--- config.mk ---
export PLATFORM = sky130hd
export DESIGN_NAME = dsmgc_global_ctrl
export DESIGN_NICKNAME = d
export VERILOG_FILES = /design/src/hdl/dsmgc_global_ctrl.v
export VERILOG_INCLUDE_DIRS = /design/src /design/src/include
export SDC_FILE = /design/constraint.sdc
export NUM_CORES = 1
export LEC_CHECK = 0
export ABC_CLOCK_PERIOD_IN_PS = 5900
export BUFFER_PORTS_ARGS = -buffer_cell sky130_fd_sc_hd__buf_2
export CAP_MARGIN = 25
export CORE_UTILIZATION = 40
export CTS_CLUSTER_SIZE = 25
export DETAILED_ROUTE_END_ITERATION = 12
export PLACE_DENSITY_LB_ADDON = 0.25
export SLEW_MARGIN = 20
export SYNTH_ARGS = -nofsm -noshare
export SYNTH_HDL_FRONTEND = slang
export SYNTH_SLANG_ARGS = --single-unit
export TNS_END_PERCENT = 100
--- constraint.sdc ---
create_clock -name core_clk -period 5.9 [get_ports core_clk]
set_clock_uncertainty 0.1 [all_clocks]
set_input_delay 0.59 -clock core_clk [delete_from_list [all_inputs] [get_ports core_clk]]
set_output_delay 0.59 -clock core_clk [all_outputs]
set_load 0.03 [all_outputs]
--- src/include/dsmgc_consts.vh ---
// Summary of operation
// - unimplemented bits ignore writes, read zero
// - stop bit gates module clock off
// - stopped: only config readable, writes still land
// - stop set by reset and host write
// - freeze with freeze bit one halts engine
// - level field picks request line, zero disables
// - equal levels: synchronous request wins
// - contend only when acknowledged level matches
// - serial contention on arbitration number, nonzero
// - vector bits 7:1 from register, bit0 source
// - reset loads vector with 0f
// - vector bit0 writes ignored, reads one
// - assignment bit: clear gpio, set sync engine
// - direction bit: clear input, set output
// - transmit pin forced output while transmitter enabled
// - data register drives outputs, reads pin levels
// - slave select pin behaviour per mode, direction
// - clock pin gpio unless sync engine enabled
`ifndef DSMGC_CONSTS_VH
`define DSMGC_CONSTS_VH

// register word indices
`define DSMGC_IDX_CONFIG     3'h0
`define DSMGC_IDX_LVL_VEC    3'h2
`define DSMGC_IDX_PORT_DATA  3'h3
`define DSMGC_IDX_PAR_DDR    3'h4

// module_config fields
`define DSMGC_CFG_STOP       15
`define DSMGC_CFG_FRZ_HI     14
`define DSMGC_CFG_FRZ_LO     13
`define DSMGC_CFG_ARBITRATION_NUMBER_HI    3

// interrupt_level fields, high byte of the shared word
`define DSMGC_LVL_SYNC_HI    13
`define DSMGC_LVL_SYNC_LO    11
`define DSMGC_LVL_ASYNC_HI   10
`define DSMGC_LVL_ASYNC_LO   8

// reset values
`define DSMGC_RST_STOP       1'b1
`define DSMGC_RST_VECTOR     8'h0f
`define DSMGC_RST_BYTE       8'h00

// pin numbers with special duties
`define DSMGC_PIN_SCK        2
`define DSMGC_PIN_SEL        3
`define DSMGC_PIN_TXD        7

`endif

--- src/hdl/dsmgc_global_ctrl.v ---
`timescale 1ns/1ns
`include "dsmgc_consts.vh"

module dsmgc_global_ctrl #(
	parameter NUM_PINS = 8
) (
	// clock and reset
	input  wire                core_clk,
	input  wire                reset,
	// register port
	input  wire [2:0]          reg_addr,
	input  wire                reg_wr,
	input  wire                reg_rd,
	input  wire [1:0]          reg_byte_en,
	input  wire [15:0]         reg_wdata,
	output reg  [15:0]         reg_rdata_q,
	// stop and freeze
	input  wire                freeze,
	output reg                 module_clk_en_q,
	output reg                 sync_halt_req_q,
	// submodule interrupt sources
	input  wire                sync_irq_flag,
	input  wire                sync_irq_en,
	input  wire                async_irq_flag,
	input  wire                async_irq_en,
	output reg  [7:1]          irq_lines_q,
	// interrupt acknowledge and arbitration
	input  wire                iack_start,
	input  wire [2:0]          iack_level,
	input  wire                arb_bus,
	output reg                 arb_bit_q,
	output reg  [7:0]          vec_data_q,
	output reg                 vec_oe_q,
	// engine side of the pins
	input  wire                sync_engine_enable,
	input  wire                sync_master,
	input  wire [6:0]          sync_out,
	input  wire                transmitter_enable,
	input  wire                tx_data,
	output reg  [NUM_PINS-1:0] pin_level_q,
	output reg                 mode_fault_q,
	output reg                 slave_select_n_q,
	// port pins
	input  wire [NUM_PINS-1:0] pin_in,
	output reg  [NUM_PINS-1:0] pin_out_q,
	output reg  [NUM_PINS-1:0] pin_oe_q
);

	// acknowledge sequencer states
	localparam ST_IDLE = 3'b001;
	localparam ST_ARB  = 3'b010;
	localparam ST_VEC  = 3'b100;
	localparam [7:0] RST_VEC = `DSMGC_RST_VECTOR; // bit 0 is never stored

	// register contents
	reg                stop_q;
	reg  [1:0]         freeze_select_q;
	reg  [3:0]         arbitration_number_q;
	reg  [2:0]         sync_irq_level_q;
	reg  [2:0]         async_irq_level_q;
	reg  [7:1]         vector_field_q;
	reg  [NUM_PINS-1:0] pin_assignment_q;
	reg  [NUM_PINS-1:0] pin_direction_q;
	reg  [NUM_PINS-1:0] port_data_q;

	// acknowledge sequencer
	reg  [2:0]         state_q;
	reg  [1:0]         bit_idx_q;
	reg                src_sync_q;

	// combinational helpers
	reg  [15:0]        rd_d;
	reg  [NUM_PINS-1:0] pin_out_d;
	reg  [NUM_PINS-1:0] pin_oe_d;
	reg                mode_fault_d;
	reg                slave_select_n_d;
	wire               sync_pend;
	wire               async_pend;
	wire               sync_match;
	wire               async_match;
	wire               contend;
	wire               lost;
	integer            i;

	// level field to request line, zero gives no line
	function [7:1] lvl_onehot;
		input [2:0] lvl;
		begin
			lvl_onehot = (lvl == 3'h0) ? 7'h00 : 7'h01 << (lvl - 3'h1);
		end
	endfunction

	// byte merge for writes under byte enables
	function [7:0] merge_byte;
		input       en;
		input [7:0] old_val;
		input [7:0] new_val;
		begin
			merge_byte = en ? new_val : old_val;
		end
	endfunction

	// register writes land in stop too: this clock is ungated
	always @(posedge core_clk or posedge reset)
	begin
		if (reset)
		begin
			stop_q               <= `DSMGC_RST_STOP;
			freeze_select_q      <= 2'h0;
			arbitration_number_q <= 4'h0;
			sync_irq_level_q     <= 3'h0;
			async_irq_level_q    <= 3'h0;
			vector_field_q       <= RST_VEC[7:1];
			pin_assignment_q     <= `DSMGC_RST_BYTE;
			pin_direction_q      <= `DSMGC_RST_BYTE;
			port_data_q          <= `DSMGC_RST_BYTE;
		end
		else if (reg_wr)
		begin
			if (reg_addr == `DSMGC_IDX_CONFIG)
			begin
				if (reg_byte_en[1])
				begin
					stop_q <= reg_wdata[`DSMGC_CFG_STOP];
					freeze_select_q <=
						reg_wdata[`DSMGC_CFG_FRZ_HI:`DSMGC_CFG_FRZ_LO];
				end
				if (reg_byte_en[0])
					arbitration_number_q <=
						reg_wdata[`DSMGC_CFG_ARBITRATION_NUMBER_HI:0];
			end
			else if (reg_addr == `DSMGC_IDX_LVL_VEC)
			begin
				if (reg_byte_en[1])
				begin
					sync_irq_level_q <= reg_wdata[
						`DSMGC_LVL_SYNC_HI:`DSMGC_LVL_SYNC_LO];
					async_irq_level_q <= reg_wdata[
						`DSMGC_LVL_ASYNC_HI:`DSMGC_LVL_ASYNC_LO];
				end
				// bit 0 is not stored at all
				if (reg_byte_en[0])
					vector_field_q <= reg_wdata[7:1];
			end
			else if (reg_addr == `DSMGC_IDX_PORT_DATA)
				port_data_q <= merge_byte(reg_byte_en[0],
					port_data_q, reg_wdata[7:0]);
			else if (reg_addr == `DSMGC_IDX_PAR_DDR)
			begin
				pin_assignment_q <= merge_byte(reg_byte_en[1],
					pin_assignment_q, reg_wdata[15:8]);
				pin_direction_q <= merge_byte(reg_byte_en[0],
					pin_direction_q, reg_wdata[7:0]);
			end
			// other addresses: writes dropped
		end
	end

	// read data; unused bits are zero, only config readable in stop
	always @*
	begin
		rd_d = 16'h0000;
		if (reg_addr == `DSMGC_IDX_CONFIG)
		begin
			rd_d[`DSMGC_CFG_STOP] = stop_q;
			rd_d[`DSMGC_CFG_FRZ_HI:`DSMGC_CFG_FRZ_LO] = freeze_select_q;
			rd_d[`DSMGC_CFG_ARBITRATION_NUMBER_HI:0] = arbitration_number_q;
		end
		else if (stop_q)
			rd_d = 16'h0000;
		else if (reg_addr == `DSMGC_IDX_LVL_VEC)
		begin
			rd_d[`DSMGC_LVL_SYNC_HI:`DSMGC_LVL_SYNC_LO] = sync_irq_level_q;
			rd_d[`DSMGC_LVL_ASYNC_HI:`DSMGC_LVL_ASYNC_LO] =
				async_irq_level_q;
			rd_d[7:0] = {vector_field_q, 1'b1};
		end
		else if (reg_addr == `DSMGC_IDX_PORT_DATA)
			rd_d[7:0] = pin_in;
		else if (reg_addr == `DSMGC_IDX_PAR_DDR)
			rd_d = {pin_assignment_q, pin_direction_q};
	end

	// registered read port, zero when no read
	always @(posedge core_clk or posedge reset)
	begin
		if (reset)
			reg_rdata_q <= 16'h0000;
		else
			reg_rdata_q <= reg_rd ? rd_d : 16'h0000;
	end

	// clock gate and freeze halt request
	always @(posedge core_clk or posedge reset)
	begin
		if (reset)
		begin
			module_clk_en_q <= 1'b0;
			sync_halt_req_q <= 1'b0;
		end
		else
		begin
			module_clk_en_q <= ~stop_q;
			// engine itself waits for its transfer boundary
			sync_halt_req_q <= freeze & freeze_select_q[1];
		end
	end

	// pending requests follow flag and enable as levels
	assign sync_pend  = sync_irq_flag & sync_irq_en &
		(sync_irq_level_q != 3'h0);
	assign async_pend = async_irq_flag & async_irq_en &
		(async_irq_level_q != 3'h0);

	// request lines, one per programmed level
	always @(posedge core_clk or posedge reset)
	begin
		if (reset)
			irq_lines_q <= 7'h00;
		else
			irq_lines_q <= (sync_pend ? lvl_onehot(sync_irq_level_q)
				: 7'h00) | (async_pend ?
				lvl_onehot(async_irq_level_q) : 7'h00);
	end

	// match against acknowledged level; a zero number never contends
	assign sync_match  = sync_pend & (sync_irq_level_q == iack_level);
	assign async_match = async_pend & (async_irq_level_q == iack_level);
	assign contend     = (sync_match | async_match) &
		(arbitration_number_q != 4'h0);
	// another contender drives a one where we drive a zero
	assign lost        = arb_bus & ~arb_bit_q;

	// acknowledge: serial contention msb first, then vector
	always @(posedge core_clk or posedge reset)
	begin
		if (reset)
		begin
			state_q    <= ST_IDLE;
			bit_idx_q  <= 2'h0;
			src_sync_q <= 1'b0;
			arb_bit_q  <= 1'b0;
			vec_data_q <= 8'h00;
			vec_oe_q   <= 1'b0;
		end
		else
		begin
			case (state_q)
			ST_IDLE:
			begin
				vec_oe_q <= 1'b0;
				if (iack_start && contend)
				begin
					state_q    <= ST_ARB;
					bit_idx_q  <= 2'h3;
					src_sync_q <= sync_match;
					arb_bit_q  <= arbitration_number_q[3];
				end
			end
			ST_ARB:
			begin
				if (lost)
				begin
					state_q   <= ST_IDLE;
					arb_bit_q <= 1'b0;
				end
				else if (bit_idx_q == 2'h0)
				begin
					state_q    <= ST_VEC;
					arb_bit_q  <= 1'b0;
					vec_oe_q   <= 1'b1;
					vec_data_q <= {vector_field_q, src_sync_q};
				end
				else
				begin
					bit_idx_q <= bit_idx_q - 2'h1;
					arb_bit_q <=
						arbitration_number_q[bit_idx_q - 2'h1];
				end
			end
			ST_VEC:
			begin
				state_q    <= ST_IDLE;
				vec_oe_q   <= 1'b0;
				vec_data_q <= 8'h00;
			end
			default:
			begin
				state_q   <= ST_IDLE;
				arb_bit_q <= 1'b0;
				vec_oe_q  <= 1'b0;
			end
			endcase
		end
	end

	// pin function selection
	always @*
	begin
		pin_out_d = port_data_q;
		pin_oe_d  = pin_direction_q;
		for (i = 0; i < 7; i = i + 1)
		begin
			if (pin_assignment_q[i])
				pin_out_d[i] = sync_out[i];
		end
		// clock pin ignores its assignment bit; engine enable alone picks its function
		if (sync_engine_enable)
		begin
			pin_out_d[`DSMGC_PIN_SCK] = sync_out[`DSMGC_PIN_SCK];
			pin_oe_d[`DSMGC_PIN_SCK]  = sync_master;
		end
		else
		begin
			pin_out_d[`DSMGC_PIN_SCK] = port_data_q[`DSMGC_PIN_SCK];
			pin_oe_d[`DSMGC_PIN_SCK] =
				pin_direction_q[`DSMGC_PIN_SCK];
		end
		// select pin assigned to the engine never drives in slave mode
		if (pin_assignment_q[`DSMGC_PIN_SEL] && !sync_master)
			pin_oe_d[`DSMGC_PIN_SEL] = 1'b0;
		// transmit pin belongs to the transmitter while enabled
		if (transmitter_enable)
		begin
			pin_out_d[`DSMGC_PIN_TXD] = tx_data;
			pin_oe_d[`DSMGC_PIN_TXD]  = 1'b1;
		end
	end

	// select pin input meaning, active low on the pin
	always @*
	begin
		mode_fault_d     = 1'b0;
		slave_select_n_d = 1'b1;
		if (pin_assignment_q[`DSMGC_PIN_SEL] &&
			!pin_direction_q[`DSMGC_PIN_SEL])
		begin
			if (sync_master)
				mode_fault_d = sync_engine_enable &
					~pin_in[`DSMGC_PIN_SEL];
			else
				slave_select_n_d = pin_in[`DSMGC_PIN_SEL];
		end
	end

	// pin outputs registered; one cycle behind the registers
	always @(posedge core_clk or posedge reset)
	begin
		if (reset)
		begin
			pin_out_q        <= {NUM_PINS{1'b0}};
			pin_oe_q         <= {NUM_PINS{1'b0}};
			pin_level_q      <= {NUM_PINS{1'b0}};
			mode_fault_q     <= 1'b0;
			slave_select_n_q <= 1'b1;
		end
		else
		begin
			pin_out_q        <= pin_out_d;
			pin_oe_q         <= pin_oe_d;
			pin_level_q      <= pin_in;
			mode_fault_q     <= mode_fault_d;
			slave_select_n_q <= slave_select_n_d;
		end
	end

endmodule

==> reports/qor.yml <==
status:
  status: "completed"
grt:
  grt_pass1_wl_um: 16800
  grt_overflow: 0
  track_usage: 0.191
  antenna_found_initial: 0
  grt_pass1_vias: 3178
  grt_max_degree: 83
critical_path:
  reg2reg_slack_ns: 3.93
  r2r_cells: 4
  crit_required_ns: 6.03
  r2r_end: "src_sync_q$_DFFE_PP0P_"
  worstSetupPathType: "input pin to register"
  crit_path_max_fanout: 11
  crit_path_cell_trace: "buf_2, nor2b_1, nand4_1, mux2_2"
  r2r-start: "sync_irq_level_q[1]$_DFFE_PP0P_"
  critPathCaptureType: "register"
  slowest_stage: "nor2b_1"
  crit_start: "reg_addr[1]"
  worst_setup_path_start_kind: "input pin"
  cp_slowest_stage_delay_ns: 0.69
  arrival_ns: 2.37
logic_synthesis:
  synth_compound_area_frac: 0.0865
  ys_warn_count: 0
  synth_edf_count: 0
  synth-xor-area-share: 0.0114
  syn_nets: 410
  synth_top_family_by_area: "multiplexers"
  synthFlopType: "dfrtp_1"
  seq_area_frac_synth: 0.606
  synth-simple-area-share: 0.116
  synth_top_cell_area_share: 0.571
  syn_area_mm2: 0.00460
  synth_largest_area_cell: "dfrtp_1"
  synth-seq-cells: 111
  synthCells: 353
  synthTopCellsByArea: "dfrtp_1 (57%), mux2_2 (13%), dfstp_2 (3.4%)"
  synth_cell_types: 51
  ys_async_sr_fraction: 1.00
  synthMuxAreaShare: 0.150
  synth_area_per_cell_um2: 13.0
  yosys.area_share.adder: 0.00816
final_layout:
  layout.cells.non_filler: 614
  synthToLayoutAreaGrowth_pct: 21.3
  drive_gt1_frac: 0.422
  diodes: 0
  final_cell_area_mm2: 0.00558
  layout.nets: 526
clocking:
  clk_latency_ns: 0.35
  cts.sinks: 111
  postCtsHoldBufs: 0
  clk_path_buf_depth: 2
  clkTransAtPathRegs_ns: 0.07
  cts_resized: 0
  cts_tree: "yes"
  cts_setup_buffers: 0
  htreeDepth: 3
  cts_root_buf: "clkbuf_16"
  cts_buffers: 9
pwr:
  clkPwrFrac: 0.297
  share_comb_of_total_power: 0.209
  p_total_mw: 2.00
  total_leakage_power_nw: 2.71
  switching_share: 0.302
  intPower_mw: 1.40
  seq_power_share: 0.495
  power_switching_mw: 0.604
  vdd_drop_max_mv: 0.242
  power_density_mw_per_mm2: 359
routing:
  vias_per_cell: 5.18
  first_iter_violations: 141
  dr_wl_met3_um: 594
  wl_met1_um: 4570
  post_drt_wl_per_cell_um: 17.2
  wl_met2_um: 5240
  drtPass1Iterations: 4
  antenna_left: 0
  highest_layer: "met4"
  wl_um: 10600
  drc_errors: 0
  via_count: 3180
die:
  die_x_um: 109
  dieArea_mm2: 0.0119
  die_height_um: 109
  initial_utilization: 0.417
  io_pins: 115
  placementRows: 38
  core-area_mm2: 0.0110
sta:
  worst_slack_ns: 3.67
  slew_headroom: 0.448
  layout_min_cycle_time_ns: 2.23
  setup_viol: 0
  rsz0062_at_grt: "false"
  drv_slew: 0
  hold_violations: 0
  worstMarginPinSlew_ns: 0.826
  fmax_mhz: 448
  final.period_utilization: 0.378
  finalSetupTns_ns: 0
placement:
  gp_congestion: 0.776
  dp_cells: 598
  placed_area_mm2: 0.00529
  port_buffers: 114
  dpl.hpwl_um: 7800
  dp_slack_ns: 3.32
min_path:
  hold_path_class: "input pin to asynchronous set/reset pin"
flow_run:
  drv_cap: 0
[registers in the layout (all words and copies together) (netlist names), 2 cells and up]
| signal | flops |
|---|---|
| reg_rdata_q | 16 |
| pin_assignment_q | 8 |
| pin_direction_q | 8 |
| pin_level_q | 8 |
| pin_oe_q | 8 |
| pin_out_q | 8 |
| port_data_q | 8 |
| vec_data_q | 8 |
| irq_lines_q | 7 |
| vector_field_q | 7 |
| arbitration_number_q | 4 |
| async_irq_level_q | 3 |
| state_q | 3 |
| sync_irq_level_q | 3 |
| bit_idx_q | 2 |
| freeze_select_q | 2 |
[power by group through the flow]
stage	clock (mW)	combinational (mW)	sequential, mW
2_1_floorplan	0	0.235	1.05
3_3_place_gp	0	0.408	1.00
5_1_grt	0.632	0.454	1.01
3_5_place_dp	0	0.419	1.00
4_1_cts	0.607	0.421	0.991
6_report	0.594	0.417	0.990
[worst max path at each step]
| stage | end | slack, ns | cells after the start |
|---|---|---|---|
| 2_1_floorplan | arb_bit_q$_DFFE_PP0P_ | 2.29 | 1 |
| 3_3_place_gp | pin_direction_q[7]$_DFFE_PP0P_ | 3.36 | 4 |
| 3_5_place_dp | pin_direction_q[1]$_DFFE_PP0P_ | 3.32 | 4 |
| 4_1_cts | pin_direction_q[1]$_DFFE_PP0P_ | 3.68 | 4 |
| 5_1_grt | port_data_q[4]$_DFFE_PP0P_ | 3.55 | 4 |
| 6_report | port_data_q[7]$_DFFE_PP0P_ | 3.67 | 4 |
[cell usage after synthesis (3+ instances only)]
cell	count
a21boi_0	4
a21oi_1	8
a22o_1	6
a22oi_1	7
and2_1	3
buf_2	8
dfrtp_1	105
dfstp_2	6
ha_1	3
inv_1	11
mux2_2	53
mux2i_1	7
nand2_1	25
nand2b_1	6
nand3_1	5
nor2_1	35
nor2b_1	6
o21ai_0	9
o311ai_0	3
xnor2_1	6
[per-stage QoR]
step                       util  hold slack [ns]
after floorplan               -            0.271
after detailed placement  0.480            0.289
after global routing      0.506            0.149
after CTS                 0.505            0.126
final                     0.506            0.115
after global placement    0.480            0.313
[layer usage]
metal	up-vias	track usage
met5	-	0
met4	0	0.0695
met3	15	0.0454
met2	84	0.305
met1	1596	0.255
li1	1485	-
[cell type report]
type	count	area [um2]
multi-input cells	221	1710
fillers	1000	5450
clock inverters	3	43.8
inverters	11	43.8
flip-flops and latches	111	2790
repair buffers	115	582
well taps	140	175
clock buffers	13	240
[critical path, delay by kind of cell]
| kind | cells | cell delay [ns] |
|---|---|---|
| mux | 1 | 0.42 |
| buf+inv | 1 | 0.16 |
| simple gates | 2 | 1.19 |
[cells in the final DEF, fill, tap and decap left out, types with 5 or more instances in the layout]
cell type,n
a21oi_1,8
dfrtp_1,105
clkbuf_16,9
a22o_1,6
dfstp_2,6
nand3_1,5
inv_1,10
nand2b_1,6
nor2b_1,6
nand2_1,25
xnor2_1,6
o21ai_0,9
buf_2,114
mux2i_1,7
mux2_2,53
nor2_1,35
a22oi_1,7
[cell families after synthesis]
logic type / after synthesis
compound gates: 51
mux: 61
fa+ha+maj: 3
buf+inv: 21
xor+xnor: 6
flops: 111
simple gates: 100
(Power assumes the default switching activity.)
